`src/bvcr_pkg.sv`:
```
// package for the video capture/record block: constants and state types
// assumes a 100 MHz core clock; the video link clock is sampled, not used as a clock
package bvcr_pkg;
   localparam logic [7:0]  PRE_ONES      = 8'hFF;
   localparam logic [7:0]  PRE_ZERO      = 8'h00;
   localparam int          BIT_MARK      = 7;
   localparam int          BIT_FIELD     = 6;
   localparam int          BIT_BLANK     = 5;
   localparam int          BIT_EAV       = 4;
   localparam int          LINE_SAMPLES  = 1716;
   localparam int          SAV_LAST      = 276;
   localparam int          LUMA_PER_LINE = 720;
   localparam logic [10:0] LUMA_LAST     = 11'h2CF;
   localparam logic [5:0]  FIELDS_DEF    = 6'h1E;
   localparam logic [7:0]  CONTRAST_DEF  = 8'h80;
   localparam logic [7:0]  BRIGHT_DEF    = 8'h00;
   localparam int          FIFO_DEPTH    = 8;
   localparam int          FIFO_WIDTH    = 16;
   typedef enum logic [1:0] {bvcr_ff, bvcr_z1, bvcr_z2, bvcr_idle} bvcr_sync_t;
   typedef enum logic [1:0] {bvcr_cb, bvcr_y0, bvcr_cr, bvcr_y1} bvcr_phase_t;
endpackage

```
`src/bvcr_capture.sv`:
```
// embedded-sync video capture: decode, top-field select, half scale, adjust, rgb565
// assumes video_in_clock is slower than clk/2 so its rising edges are seen by sampling
`timescale 1ns/1ns
module bvcr_capture
   import bvcr_pkg::*;
(
   // clock and reset
   input  wire logic        clk,
   input  wire logic        nrst,
   // video link
   input  wire logic        video_in_clock,
   input  wire logic [7:0]  video_in_bus,
   input  wire logic        video_in_vertical_sync,
   input  wire logic        video_in_horizontal_sync,
   // control
   input  wire logic        rec_start,
   input  wire logic        display_active,
   input  wire logic        half_scale,
   input  wire logic [5:0]  field_count,
   input  wire logic [7:0]  contrast,
   input  wire logic [7:0]  brightness,
   input  wire logic        done_enable,
   input  wire logic        done_clear,
   // memory write stream
   output logic             pix_valid,
   output logic [15:0]      pix_data,
   output logic [5:0]       pix_buffer,
   input  wire logic        pix_ready,
   // status
   output logic             recording,
   output logic             field_done,
   output logic             done_event,
   output logic             overflow
);
   logic [1:0] rst_sync;
   logic       rst_n;
   logic [2:0] clk_sync;
   logic [7:0] bus_s1;
   logic [7:0] bus_s2;
   logic       vclk_rise;

   bvcr_sync_t  sync_st,  next_sync_st;
   bvcr_phase_t phase,    next_phase;
   logic        field,    next_field;
   logic        active,   next_active;
   logic        line_odd, next_line_odd;
   logic        rec,      next_rec;
   logic [5:0]  buf_idx,  next_buf_idx;
   logic        flag,     next_flag;
   logic        ovf,      next_ovf;
   logic        seen_top, next_seen_top;
   logic        in_line,  next_in_line;
   logic [10:0] luma_n,   next_luma_n;
   logic [7:0]  cb,       next_cb;
   logic [7:0]  cr,       next_cr;
   logic        wr_v,     next_wr_v;
   logic [15:0] wr_d,     next_wr_d;
   logic        fifo_rdy;
   logic        fifo_ov;
   logic [15:0] fifo_od;
   logic        eof_pulse;

   // unsigned clamp of a signed sum to 0..255
   function automatic logic [7:0] clamp8(input logic signed [19:0] v);
      if (v < 0) return 8'h00;
      if (v > 255) return 8'hFF;
      return v[7:0];
   endfunction

   // contrast is a 1.7 gain around black, brightness signed offset
   function automatic logic [7:0] adjust(input logic [7:0] y, input logic [7:0] c, input logic [7:0] b);
      logic signed [17:0] p;
      p = 18'(($signed({1'b0, y}) - 18'sd16) * $signed({1'b0, c})) >>> 7;
      return clamp8(20'(p + 18'sd16 + 18'($signed(b))));
   endfunction

   // integer bt.601 yuv to rgb565
   function automatic logic [15:0] to565(input logic [7:0] y, input logic [7:0] u, input logic [7:0] v);
      // 20 bits so saturated blue or red cannot wrap to black
      logic signed [19:0] yy;
      logic signed [19:0] du;
      logic signed [19:0] dv;
      logic [7:0] r;
      logic [7:0] g;
      logic [7:0] b;
      yy = ($signed({12'h000, y}) - 20'sd16) * 20'sd298;
      du = $signed({12'h000, u}) - 20'sd128;
      dv = $signed({12'h000, v}) - 20'sd128;
      r  = clamp8((yy + dv * 20'sd409 + 20'sd128) >>> 8);
      g  = clamp8((yy - du * 20'sd100 - dv * 20'sd208 + 20'sd128) >>> 8);
      b  = clamp8((yy + du * 20'sd516 + 20'sd128) >>> 8);
      return {r[7:3], g[7:2], b[7:3]};
   endfunction

   // reset release through two flops
   always_ff @(posedge clk or negedge nrst) begin
      if (!nrst) begin
         rst_sync <= 2'h0;
      end else begin
         rst_sync <= {rst_sync[0], 1'b1};
      end
   end
   assign rst_n = rst_sync[1];

   // link bus through two flops, link clock through three; sync pins are not sampled at all
   always_ff @(posedge clk or negedge rst_n) begin
      if (!rst_n) begin
         clk_sync <= 3'h0;
         bus_s1   <= 8'h00;
         bus_s2   <= 8'h00;
      end else begin
         clk_sync <= {clk_sync[1:0], video_in_clock};
         bus_s1   <= video_in_bus;
         bus_s2   <= bus_s1;
      end
   end
   // edge from second and third stages only
   assign vclk_rise = clk_sync[1] && !clk_sync[2];

   always_comb begin
      next_sync_st  = sync_st;
      next_phase    = phase;
      next_field    = field;
      next_active   = active;
      next_line_odd = line_odd;
      next_rec      = rec;
      next_buf_idx  = buf_idx;
      next_flag     = flag;
      next_ovf      = ovf;
      next_seen_top = seen_top;
      next_in_line  = in_line;
      next_luma_n   = luma_n;
      next_cb       = cb;
      next_cr       = cr;
      next_wr_v     = wr_v && !fifo_rdy;
      next_wr_d     = wr_d;
      eof_pulse     = 1'b0;
      // start refused while display owns the path
      if (rec_start && !rec && !display_active) begin
         next_rec      = 1'b1;
         next_buf_idx  = 6'h00;
         next_seen_top = 1'b0;
         next_ovf      = 1'b0;
      end
      if (vclk_rise) begin
         case (sync_st)
            bvcr_ff: next_sync_st = (bus_s2 == PRE_ZERO) ? bvcr_z1 : bvcr_idle;
            bvcr_z1: next_sync_st = (bus_s2 == PRE_ZERO) ? bvcr_z2 : bvcr_idle;
            bvcr_z2: begin
               next_sync_st = bvcr_idle;
               // status byte checked by marker and protection bits
               if (bus_s2[BIT_MARK] && bus_s2[3:0] == {bus_s2[5] ^ bus_s2[4], bus_s2[6] ^ bus_s2[4],
                                                        bus_s2[6] ^ bus_s2[5], ^bus_s2[6:4]}) begin
                  if (!bus_s2[BIT_EAV]) begin
                     next_field   = bus_s2[BIT_FIELD];
                     next_active  = !bus_s2[BIT_BLANK];
                     next_in_line = !bus_s2[BIT_BLANK];
                     next_luma_n  = 11'h000;
                     next_phase   = bvcr_cb;
                     if (!bus_s2[BIT_BLANK] && !active) begin
                        next_line_odd = 1'b0;
                     end
                  end else begin
                     next_in_line = 1'b0;
                     if (!bus_s2[BIT_FIELD]) begin
                        next_line_odd = !line_odd;
                     end
                     // top field ends when blanking or bottom field follows active top lines
                     if ((bus_s2[BIT_BLANK] || bus_s2[BIT_FIELD]) && active && !field && seen_top) begin
                        eof_pulse = 1'b1;
                     end
                  end
               end
            end
            default: begin
               if (bus_s2 == PRE_ONES) begin
                  next_sync_st = bvcr_ff;
               end
            end
         endcase
         if (bus_s2 == PRE_ONES) begin
            next_in_line = 1'b0;
         end else if (in_line && sync_st == bvcr_idle) begin
            // samples in Cb Y Cr Y order
            case (phase)
               bvcr_cb: begin
                  next_cb    = bus_s2;
                  next_phase = bvcr_y0;
               end
               bvcr_cr: begin
                  next_cr    = bus_s2;
                  next_phase = bvcr_y1;
               end
               default: begin
                  next_phase  = (phase == bvcr_y0) ? bvcr_cr : bvcr_cb;
                  next_luma_n = luma_n + 11'h001;
                  if (luma_n == LUMA_LAST) begin
                     next_in_line = 1'b0;
                  end
                  // top field only; half scale drops odd lines and odd pixels
                  if (rec && !field && active && (!half_scale || (!line_odd && !luma_n[0]))) begin
                     next_seen_top = 1'b1;
                     next_wr_d     = to565(adjust(bus_s2, contrast, brightness), cb, cr);
                     if (wr_v && !fifo_rdy) begin
                        next_ovf = 1'b1;
                     end
                     next_wr_v = 1'b1;
                  end
               end
            endcase
         end
      end
      if (eof_pulse && rec) begin
         next_seen_top = 1'b0;
         next_buf_idx  = buf_idx + 6'h01;
         if (buf_idx + 6'h01 >= ((field_count == 6'h00) ? FIELDS_DEF : field_count)) begin
            next_rec = 1'b0;
         end
      end
      // set beats clear
      if (eof_pulse && rec) begin
         next_flag = 1'b1;
      end else if (done_clear) begin
         next_flag = 1'b0;
      end
   end

   always_ff @(posedge clk or negedge rst_n) begin
      if (!rst_n) begin
         sync_st  <= bvcr_idle;
         phase    <= bvcr_cb;
         field    <= 1'b0;
         active   <= 1'b0;
         line_odd <= 1'b0;
         rec      <= 1'b0;
         buf_idx  <= 6'h00;
         flag     <= 1'b0;
         ovf      <= 1'b0;
         seen_top <= 1'b0;
         in_line  <= 1'b0;
         luma_n   <= 11'h000;
         cb       <= 8'h80;
         cr       <= 8'h80;
         wr_v     <= 1'b0;
         wr_d     <= 16'h0000;
      end else begin
         sync_st  <= next_sync_st;
         phase    <= next_phase;
         field    <= next_field;
         active   <= next_active;
         line_odd <= next_line_odd;
         rec      <= next_rec;
         buf_idx  <= next_buf_idx;
         flag     <= next_flag;
         ovf      <= next_ovf;
         seen_top <= next_seen_top;
         in_line  <= next_in_line;
         luma_n   <= next_luma_n;
         cb       <= next_cb;
         cr       <= next_cr;
         wr_v     <= next_wr_v;
         wr_d     <= next_wr_d;
      end
   end

   // pixel path buffered so memory stalls are absorbed
   bvcr_fifo #(.WIDTH(FIFO_WIDTH), .DEPTH(FIFO_DEPTH)) u_fifo (
      .clk       (clk),
      .rst_n     (rst_n),
      .in_valid  (wr_v),
      .in_data   (wr_d),
      .in_ready  (fifo_rdy),
      .out_valid (fifo_ov),
      .out_data  (fifo_od),
      .out_ready (pix_ready && !pix_valid)
   );

   // registered outputs
   always_ff @(posedge clk or negedge rst_n) begin
      if (!rst_n) begin
         pix_valid  <= 1'b0;
         pix_data   <= 16'h0000;
         pix_buffer <= 6'h00;
         recording  <= 1'b0;
         field_done <= 1'b0;
         done_event <= 1'b0;
         overflow   <= 1'b0;
      end else begin
         pix_valid  <= fifo_ov && pix_ready && !pix_valid;
         pix_data   <= fifo_od;
         pix_buffer <= buf_idx;
         recording  <= rec;
         field_done <= flag;
         done_event <= flag && done_enable;
         overflow   <= ovf;
      end
   end

   busy_excl_a: assert property (@(posedge clk) disable iff (!rst_n)
      display_active && !rec |=> !rec) else $error("record started during display");
   flag_hold_a: assert property (@(posedge clk) disable iff (!rst_n)
      flag && !done_clear |=> flag) else $error("done flag dropped without clear");
   event_out_a: assert property (@(posedge clk) disable iff (!rst_n)
      flag && done_enable |=> done_event) else $error("event not raised");
   stop_count_a: assert property (@(posedge clk) disable iff (!rst_n)
      $fell(rec) |-> buf_idx != 6'h00) else $error("stopped with no field");
   top_only_a: assert property (@(posedge clk) disable iff (!rst_n)
      field && !wr_v |=> !wr_v) else $error("bottom field pixel written");
   blank_drop_a: assert property (@(posedge clk) disable iff (!rst_n)
      !active && !wr_v |=> !wr_v) else $error("blanking line pixel written");
endmodule

```
`src/bvcr_fifo.sv`:
```
// parameterised flop FIFO, valid/ready on both sides
// assumes one clock and a synchronous-released active-low reset
`timescale 1ns/1ns
module bvcr_fifo
   import bvcr_pkg::*;
#(
   parameter int WIDTH = 16,
   parameter int DEPTH = 8
) (
   // clock and reset
   input  wire logic             clk,
   input  wire logic             rst_n,
   // fill side
   input  wire logic             in_valid,
   input  wire logic [WIDTH-1:0] in_data,
   output logic                  in_ready,
   // drain side
   output logic                  out_valid,
   output logic [WIDTH-1:0]      out_data,
   input  wire logic             out_ready
);
   localparam int AW = $clog2(DEPTH);
   logic [WIDTH-1:0] mem [DEPTH];
   logic [AW-1:0]    wr_ptr;
   logic [AW-1:0]    rd_ptr;
   logic [AW:0]      count;
   logic [AW-1:0]    next_wr_ptr;
   logic [AW-1:0]    next_rd_ptr;
   logic [AW:0]      next_count;
   logic             push;
   logic             pop;

   assign in_ready  = (count != (AW+1)'(DEPTH));
   assign out_valid = (count != '0);
   assign out_data  = mem[rd_ptr];

   always_comb begin
      push        = in_valid && in_ready;
      pop         = out_valid && out_ready;
      next_wr_ptr = push ? AW'((wr_ptr + 1'b1) % DEPTH) : wr_ptr;
      next_rd_ptr = pop ? AW'((rd_ptr + 1'b1) % DEPTH) : rd_ptr;
      next_count  = count + (AW+1)'(push) - (AW+1)'(pop);
   end

   always_ff @(posedge clk or negedge rst_n) begin
      if (!rst_n) begin
         wr_ptr <= '0;
         rd_ptr <= '0;
         count  <= '0;
      end else begin
         wr_ptr <= next_wr_ptr;
         rd_ptr <= next_rd_ptr;
         count  <= next_count;
      end
   end

   // storage has no reset; out_data shows mem[rd_ptr] even when empty, but only counted words are popped
   always_ff @(posedge clk) begin
      if (push) begin
         mem[wr_ptr] <= in_data;
      end
   end
endmodule

```
`config.mk`:
```
export PLATFORM = sky130hd
export DESIGN_NAME = bvcr_capture
export DESIGN_NICKNAME = d
export VERILOG_FILES = /design/src/bvcr_pkg.sv /design/src/bvcr_capture.sv /design/src/bvcr_fifo.sv
export SDC_FILE = /design/constraint.sdc
export NUM_CORES = 1
export LEC_CHECK = 0
export BUFFER_PORTS_ARGS = -buffer_cell sky130_fd_sc_hd__buf_2
export CORE_ASPECT_RATIO = 1.4
export CORE_MARGIN = 2
export CORE_UTILIZATION = 40
export CTS_BUF_LIST = sky130_fd_sc_hd__clkbuf_2 sky130_fd_sc_hd__clkbuf_4 sky130_fd_sc_hd__clkbuf_8
export CTS_CLUSTER_SIZE = 40
export DETAILED_ROUTE_END_ITERATION = 16
export REMOVE_ABC_BUFFERS = 1
export SKIP_LAST_GASP = 1
export SLEW_MARGIN = 20
export SYNTH_ARGS = -nofsm -noshare
export SYNTH_HDL_FRONTEND = slang
export SYNTH_HIERARCHICAL = 1
export SYNTH_SLANG_ARGS = --single-unit
```
`constraint.sdc`:
```
create_clock -name clk -period 5.2 [get_ports clk]
set_input_delay 0.26 -clock clk [delete_from_list [all_inputs] [get_ports clk]]
set_output_delay 0.26 -clock clk [all_outputs]
set_load 0.01 [all_outputs]
```
==> results.md, run 1 <==
* Status: complete, but fails checks
* Failing checks: setup timing
* Largest net degree at the start of global routing at 74
* CP endpoint kind: flip-flop
* DRC at 0
* Maximum capacitance violations at 0
* GR Util met1 at 0.1943
* Layout fillers at 4,286
* Io pins at 68
* Number of global-route vias before repair at between 15,000 and 20,000
* Mapped Cells at approximately 1,800
* Max-slew violations at 0
* Nets at 2,784
* CTS sink cnt at ~250
* FF+latch area at 0.006855 sq mm
* Total Routing Usage GR at 0.1831
* Met3 usage at 0.02531
* Yosys warnings at 6
* Avg Cell Area, Syn at roughly 11 sq um
* Most frequent cells in the layout: buf_4 (374), inv_1 (257), ha_1 (254)
* Dpl hpwl at 36,810 microns
* Gpl congestion at around 0.88
* Die area at 0.05269 sq mm
* Fin cells at 2,982
* Tmin final at 13.10 ns
* Die Wd at between 150 and 200 microns
* Number of flops mapped to enable cells by yosys at 128
* DR vias at 14,920
* Adder-cell share of the synthesized area at 0.3148
* CTS tree: built
* Deepest clock path buffer count at 3
* Slew Limit Headroom at 0.3052
* Post-route ant nets at 0
* CP Class: reg2reg
* Crit path DAT at 13.54 ns
* Initial DRC Count at 533
* Multi-input logic area at 0.01383 sq mm
* Number of buffers added on ports at 65
* Seq/Total Area, Yosys at 0.3369
* Core ar. at ~0.05 sq mm
* Number of vias per cell at ~5
* RSZ-0062 raised after global routing: yes
* Distinct cells, synth at 77
* Mux cell area share after synthesis at 0.06035
* CTS Root Cell: clkbuf_8
* Path depth of the worst reg2reg path at 58
* Remaining global-route overflow at 0
* Initial antenna violation count at 1
* Final period util at 2.519
* Clock-pin slew on the worst setup and hold paths at 0.07 ns
* Most used DFF post-synth: edfxtp_1
* Fmax at approximately 0.076 GHz
* Clock skew at 0.02382 ns
* First-pass GRT wire length at 77,710 microns
* Worst Setup Start Kind: flip-flop
* Share of layout cells above drive strength 1 at 0.3447
* Compound-Gate Fraction of Synth Area at 0.09432
* Final Hold Viols at 0
* Crit-path max cell delay at 0.55 ns
* Initial Util at 0.4057
* Post-Synth XOR/XNOR Area at 0.04048
* Largest family of logic cells by synthesized area: adder cells
* FP Rows at between 90 and 100
* Die H at 270.8 microns
* Post-Synth Simple-Gate Area at 0.09296
* H-tree depth at 2
* Crit-path most repeated cell: buf_4
* DRT Pass-1 Iters at 7
* Worst skew pair latency at 0.58 ns
* TritonCTS Buffers at 41
* Post-Route Utilization at 0.5390
* Critical path fanouts, max at 6
* GR peak layer: met2
* Post-DR wirelength/cell at 16.16 microns
* TNS Setup at -123.03 ns
* Drt total wl at 48,200 microns
* Cell total after placement at 2,845
* Worst slew pin tran at 1.039 ns
* Post-synth ARST share at 0.4839
* Worst path slowest cell: fa_1
* Hold depth at 3
* Tightest Hold Check Type: in2reg
* Critical Path RT at 5.64 ns
* Setup WS post-layout at -7.897 ns
* Flop and latch count out of synthesis at approximately 250
* Commonest non-fill, non-tap cell in the layout: buf_4
* Cell Area, Synth at 0.02034 sq mm
* Final setup viols at 16
* GRT met2 Usage at 0.3648
* Area grow syn2layout at 32.85%
## metrics by stage
step | setup WS [ns] | cell area [sq um] | hold WS (ns)
final | -7.897 | 27020 | 0.1387
after global routing | -8.401 | 27020 | 0.1191
after CTS | -7.745 | 26380 | 0.1033
after detailed placement | -8.706 | 23960 | 0.04780
after global placement | -8.439 | 23960 | 0.04475
after floorplan | -9.058 | 20180 | -0.03559
## worst max-delay path, delay by kind of cell (launching register included)
kind	cells	cell delay [ns]
AND/OR/NAND/NOR	10	2.49
adder cells (fa/ha/maj)	16	5.49
XOR/XNOR	2	0.29
AO/OA/AOI/OAI	13	2.28
flip-flops	1	0.41
buffers and inverters	17	2.02
## repair_timing
item                       CTS  global route
pin swaps                  109            91
setup buffers               43             9
setup endpoints to repair   16            16
hold buffers                13             0
resized for setup          193            97
hold endpoints to repair    13             0
## cells in the mapped netlist (all sizes together) (28+ instances only)
cell type	count	area (sq um)
xor2	28	245.2
a21oi	79	399.1
nand3	28	140.1
o21ai	70	350.3
nand2	94	355.3
dfrtp	116	2903
inv	281	1055
mux2	34	382.9
mux4	32	814.5
nor2	75	281.5
and2	40	252.7
ha	310	3879
fa	126	2522
edfxtp	128	3844
xnor2	66	578.1
a21o	30	225.2
## cell type report
class	count	area share
sequential	248	0.2537
timing repair buffer	471	0.1297
clock buffer	58	0.02746
clock inverter	16	0.007965
multi-input combinational	1262	0.5119
antenna	1	0.00009262
tap	643	0.02978
inverter	283	0.03946
## state kept, by name (all words and copies together), names as in the netlist, 2 cells and up
name	flops
wr_d	16
bus_s2	8
phase	2
u_fifo/wr_ptr	3
pix_data	16
buf_idx	6
cr	8
u_fifo/count	4
luma_n	11
cb	8
rst_sync	2
pix_buffer	6
sync_st	2
u_fifo/mem	128
u_fifo/rd_ptr	3
bus_s1	8
clk_sync	3
## path summary, 6_finish.rpt
kind                             start     endpoint  slack, ns
max                          bus_s2[5]      wr_d[5]      -7.90
min                          pix_ready    pix_valid       0.14
min reg2reg                rst_sync[0]  rst_sync[1]       0.35
max reg2reg                  bus_s2[5]      wr_d[5]      -7.90
min in group asynchronous  rst_sync[1]   buf_idx[2]       0.47
max in group asynchronous  rst_sync[1]     wr_d[13]       3.51
## cells by family after synthesis
| group | Yosys count |
|---|---|
| AOI/OAI and AO/OA | 292 |
| adders and majority gates | 436 |
| buffers and inverters | 316 |
| other | 1 |
| muxes | 69 |
| and+or+nand+nor | 370 |
| DFF | 248 |
| xor gates and xnor gates | 94 |
## routing by layer
metal  vias up  part of all wire
met4         0             0.029
met3        84             0.028
met5         -                 0
met1      7291              0.38
li1       7330                 -
met2       219              0.56
Power of run 1 is left out: the tool's default activity adds up to more than one toggle a clock period on the data nets, which glitch-free logic cannot reach.
==> run 2: changes to the inputs <==
- CORE_MARGIN: 2 -> unset
- RECOVER_POWER: unset -> 25
==> run 2 against run 1 <==
  * The flow finishes with violations (DRC, setup timing)
  * Cell count is 0.94% lower
  * Clock-buffer cell count shrank 5
  * Routed wire length is 2.6% lower
  * First-iteration DRC count down 4.9%
  * Flip-flop and latch count is the same
  * Via count down 0.86%
  * Clock skew grew 0.0028 ns
  * Die area down 1.8%
  * Utilization down 0.85 points
  * Worst setup slack better by 0.11 ns
==> results.md, run 2 (synthesis results as in run 1) <==
* Final setup viols at 16 (unchanged)
* Most frequent cells in the layout: buf_4 (350), inv_1 (259), ha_1 (257)
* Die Wd at 192.6 microns (-1.0%)
* Slew Limit Headroom at 0.03657 (-0.2686)
* FP Rows at 97 (unchanged)
* Worst Setup Start Kind: flip-flop
* Remaining global-route overflow at 0 (unchanged)
* Maximum capacitance violations at 0 (unchanged)
* R2r setup slk at -7.79 ns (+0.11 ns)
* Worst slew pin tran at 1.445 ns (+0.4063 ns)
* Io pins at 68 (unchanged)
* Largest register FFs at 128 (unchanged)
* RSZ-0062 raised after global routing: yes
* CP Class: reg2reg
* Fmax at 0.07699 GHz (+0.83%)
* Clock skew at 0.02661 ns (+0.002784 ns)
* Dpl hpwl at 36,540 microns (-0.72%)
* FF+latch area at 0.006852 sq mm (about the same)
* Worst reg2reg path endpoint: wr_d[6]
* First-pass GRT wire length at 76,950 microns (-0.99%)
* Hold_sp: pix_ready
* Commonest non-fill, non-tap cell in the layout: buf_4
* Drt total wl at 46,930 microns (-2.6%)
* DP Area at 0.02386 sq mm (-0.42%)
* Final period util at 2.498 (-0.02076)
* Hold depth at 3 (unchanged)
* CTS tree: built
* Post-Route Utilization at 0.5305 (-0.008512)
* Worst slack at placement at -8.956 ns (-0.2491 ns)
* Status: complete, but fails checks
* Worst skew pair latency at 0.56 ns (-0.02 ns)
* Max-slew violations at 0 (unchanged)
* CTS sink cnt at 248 (unchanged)
* Critical Path RT at 5.63 ns (about the same)
* Initial Util at 0.4057 (unchanged)
* Hold endpoint: pix_valid
* Tightest Hold Check Type: in2reg
* Number of global-route vias before repair at 15,810 (-1.2%)
* Initial antenna violation count at 1 (unchanged)
* Worst path slowest cell: fa_1
* Nets at 2,756 (-1.0%)
* DRT Pass-1 Iters at 11 (+4)
* DRC at 2 (+2)
* Failing checks: DRC, setup timing
* Crit path DAT at 13.42 ns (-0.12 ns)
* Area grow syn2layout at 30.76%
* Multi-input logic area at 0.01370 sq mm (-0.93%)
* Post-route ant nets at 0 (unchanged)
* Largest net degree at the start of global routing at 74 (unchanged)
* Clock-pin slew on the worst setup and hold paths at 0.07 ns (about the same)
* DR vias at 14,800 (-0.86%)
* Tmin final at 12.99 ns (-0.1080 ns)
* H-tree depth at 2 (unchanged)
* Die H at 268.8 microns (-0.74%)
* Initial DRC Count at 507 (-4.9%)
* Total Routing Usage GR at 0.1868 (+0.003706)
* Biggest regs: u_fifo/mem (128), pix_data (16), wr_d (16)
* Crit-path max cell delay at 0.55 ns (about the same)
* Path depth of the worst reg2reg path at 60 (+3.4%)
* Core ar. at 0.05012 sq mm (unchanged)
* Die area at 0.05176 sq mm (-1.8%)
* Reg2reg start: bus_s2[5]
* TritonCTS Buffers at 41 (unchanged)
* Largest register by flop count: u_fifo/mem
* CP endpoint kind: flip-flop
* Critical path fanouts, max at 6 (unchanged)
* Deepest clock path buffer count at 3 (unchanged)
* Number of buffers added on ports at 65 (unchanged)
* Number of vias per cell at 5.009 (about the same)
* Layout fillers at 4,330 (+1.0%)
* Design area at 0.02659 sq mm (-1.6%)
* Setup WS post-layout at -7.789 ns (+0.1080 ns)
* Gpl congestion at 0.8758 (-1.0%)
* Share of layout cells above drive strength 1 at 0.3268 (-0.01790)
* Final Hold Viols at 0 (unchanged)
* Post-DR wirelength/cell at 15.89 microns (-1.7%)
* CTS Root Cell: clkbuf_8
## run 2: critical path, delay by kind of cell (launching register included)
| family | cells | cell delay (ns) |
|---|---|---|
| adder cells (fa/ha/maj) | 16 | 5.56 |
| XOR/XNOR | 2 | 0.23 |
| buffers and inverters | 16 | 1.42 |
| flip-flops | 1 | 0.41 |
| AND/OR/NAND/NOR | 9 | 2.20 |
| AO/OA/AOI/OAI | 17 | 3.07 |
## run 2: timing repair
action | CTS | global route
hold buffers | 13 | 0
pin swaps | 105 | 66
buffers inserted | 26 | 11
gates resized for setup | 157 | 105
endpoints found under the hold margin | 13 | 0
setup endpoints to repair | 16 | 16
## run 2: worst max-delay path by stage
stage	endpoint	start	slack [ns]	cells past startpoint
after global routing	wr_d[14]	bus_s2[5]	-8.27	57
after floorplan	wr_d[15]	bus_s2[4]	-9.06	50
final	wr_d[6]	bus_s2[5]	-7.79	60
after global placement	wr_d[15]	bus_s2[5]	-8.60	58
after detailed placement	wr_d[13]	bus_s2[5]	-8.96	56
after CTS	wr_d[13]	bus_s2[5]	-7.82	56
## run 2: stage by stage
step | TNS [ns] | hold WS (ns) | instances
after floorplan | -141.85 | -0.03559 | 1793
after global placement | -134.74 | 0.04447 | 2830
after detailed placement | -140.76 | 0.04536 | 2830
after CTS | -122.15 | 0.1112 | 2941
after global routing | -128.55 | 0.1316 | 2954
final | -121.31 | 0.1481 | 2954
## run 2: layout make-up
cell class,instances,area share
inverter,283,0.04009
clock buffer,53,0.02555
sequential,248,0.2577
clock inverter,21,0.007340
timing repair buffer,443,0.1238
multi-input combinational,1262,0.5152
tap,643,0.03025
antenna,1,0.00009410
## run 2: layer usage
metal | routed length [microns] | share of wire | vias up | track usage
met3 | 1137 | 0.024 | 93 | 0.02304
met1 | 18270 | 0.39 | 7231 | 0.2027
met2 | 26020 | 0.55 | 198 | 0.3674
met4 | 1491 | 0.032 | 0 | 0.06044
met5 | 0 | 0 | - | 0
li1 | - | - | 7274 | -
Power of run 2 is left out for the same reason.
==> run 3: changes to the inputs <==
- CORE_UTILIZATION: 40 -> 55
- PLACE_DENSITY: unset -> 0.72
==> run 3 against run 2 <==
  * The flow finishes with violations (setup timing)
  * Global-route usage up 7.8 points
  * Flip-flop and latch count unchanged
  * Clock-buffer cell count is 6 lower
  * Maximum frequency fell by 2.3%
  * Non-clock buffer count grew 33
  * Register-to-register slack got worse by 0.31 ns
  * Via count rose by 3.8%
  * Worst setup slack got worse by 0.31 ns
  * Die area shrank 27%
  * Critical path type unchanged
  * Highest routed layer is now met5
==> results.md, run 3 (synthesis results as in run 1) <==
* Worst path slowest cell: fa_1
* Initial DRC Count at 791 (+56%)
* Slew Limit Headroom at 0.2702 (+0.2336)
* Setup WS post-layout at -8.100 ns (-0.3104 ns)
* TNS Setup at -126.54 ns (-5.226 ns)
* Drt total wl at 49,170 microns (+4.8%)
* Largest register by flop count: u_fifo/mem
* CTS tree: built
* Final setup viols at 16 (unchanged)
* Number of buffers added on ports at 65 (unchanged)
* Critical path fanouts, max at 8 (+2)
* Most frequent cells in the layout: buf_4 (381), inv_1 (260), ha_1 (252)
* Failing checks: setup timing
* Die Wd at 164.5 microns (-15%)
* Core ar. at 0.03656 sq mm (-27%)
* Maximum capacitance violations at 0 (unchanged)
* CP endpoint kind: flip-flop
* Final Hold Viols at 0 (unchanged)
* Ant diodes at 0 (-1)
* Status: complete, but fails checks
* Post-Route Utilization at 0.7230 (+0.1924)
* Area grow syn2layout at 29.95%
* Commonest non-fill, non-tap cell in the layout: buf_4
* TritonCTS Buffers at 36 (-12%)
* DRT Pass-1 Iters at 5 (-6)
* Deepest clock path buffer count at 3 (unchanged)
* Die area at 0.03776 sq mm (-27%)
* Largest net degree at the start of global routing at 65 (-12%)
* Largest register FFs at 128 (unchanged)
* Gpl congestion at 0.8990 (+2.6%)
* Die H at 229.5 microns (-15%)
* Initial Util at 0.5563 (+0.1506)
* Dpl hpwl at 36,380 microns (-0.45%)
* DR vias at 15,360 (+3.8%)
* FP Rows at 83 (-14%)
* Post-DR wirelength/cell at 17.55 microns (+10%)
* Crit-path max cell delay at 0.59 ns (+0.04 ns)
* Nets at 2,784 (+1.0%)
* CP Class: reg2reg
* Worst Setup Start Kind: flip-flop
* First-pass GRT wire length at 78,740 microns (+2.3%)
* Critical Path RT at 5.61 ns (-0.02 ns)
* Fmax at 0.07519 GHz (-2.3%)
* Initial antenna violation count at 1 (unchanged)
* RSZ-0062 raised after global routing: yes
* Share of layout cells above drive strength 1 at 0.3340 (+0.007207)
* CTS Root Cell: clkbuf_8
* Worst slew pin tran at 1.091 ns (-0.3539 ns)
* Crit-path most repeated cell: ha_4
* DRC at 0 (-2)
* DP Area at 0.02372 sq mm (-0.60%)
* Tightest Hold Check Type: in2reg
* Clock-pin slew on the worst setup and hold paths at 0.06 ns (about the same)
* Max-slew violations at 0 (unchanged)
* Post-route ant nets at 0 (unchanged)
* Total Routing Usage GR at 0.2648 (+0.07794)
* Design area at 0.02643 sq mm (-0.62%)
* Worst slack at placement at -8.775 ns (+0.1804 ns)
* Remaining global-route overflow at 0 (unchanged)
* Tmin final at 13.30 ns (+0.3104 ns)
* Number of global-route vias before repair at 16,510 (+4.4%)
* Clock skew at 0.02327 ns (-0.003332 ns)
* Crit path DAT at 13.71 ns (+0.29 ns)
* Number of vias per cell at 5.482 (+9.4%)
* Worst skew pair latency at 0.56 ns (about the same)
* Biggest regs: u_fifo/mem (128), pix_data (16), wr_d (16)
* H-tree depth at 2 (unchanged)
* Final period util at 2.558 (+0.05969)
* CTS sink cnt at 248 (unchanged)
* Io pins at 68 (unchanged)
-- run 3: worst paths after layout --
path,start,end,slack (ns),cells after the start
worst max-delay path,bus_s2[5],wr_d[15],-8.10,57
worst min-delay path,pix_ready,u_fifo/rd_ptr[2],0.14,4
worst max register to register,bus_s2[5],wr_d[15],-8.10,57
worst min register to register,bus_s1[7],bus_s2[7],0.35,0
max in group asynchronous,rst_sync[1],buf_idx[4],3.43,1
min in group asynchronous,rst_sync[1],u_fifo/count[2],0.42,0
-- run 3: routing by layer --
metal | vias up | global-route usage | share of wire
li1 | 7329 | - | -
met3 | 141 | 0.03368 | 0.029
met4 | 2 | 0.1284 | 0.048
met5 | - | 0 | 0.00024
met2 | 327 | 0.5054 | 0.55
met1 | 7561 | 0.2797 | 0.37
-- run 3: layout make-up --
class,instances,area (sq um)
inverters,283,1069
flip-flops and latches,248,6855
clock buffers,47,603.1
well taps,467,584.3
clock inverters,19,121.4
multi-input cells,1262,13680
repair buffers,476,3516
fillers,2460,10130
-- run 3: repair_timing --
action | in CTS | in global routing
gates resized for setup | 196 | 68
setup buffers | 44 | 15
pin swaps | 127 | 112
hold endpoints to repair | 13 | 0
setup endpoints to repair | 16 | 16
hold buffers | 13 | 0
-- run 3: metrics by stage --
step | cells | hold WS [ns]
after floorplan | 1793 | -0.03559
after global placement | 2666 | 0.04574
after detailed placement | 2666 | 0.04535
after CTS | 2789 | 0.1185
after global routing | 2802 | 0.1566
final | 2802 | 0.1356
-- run 3: worst max-delay path, delay by kind of cell (launching register included) --
kind            cells  cell delay [ns]
compound gates     18             3.56
xor+xnor            2             0.38
fa+ha+maj          16             5.70
buf+inv            12             1.37
flops               1             0.40
simple gates        9             1.75
Power of run 3 is left out for the same reason.
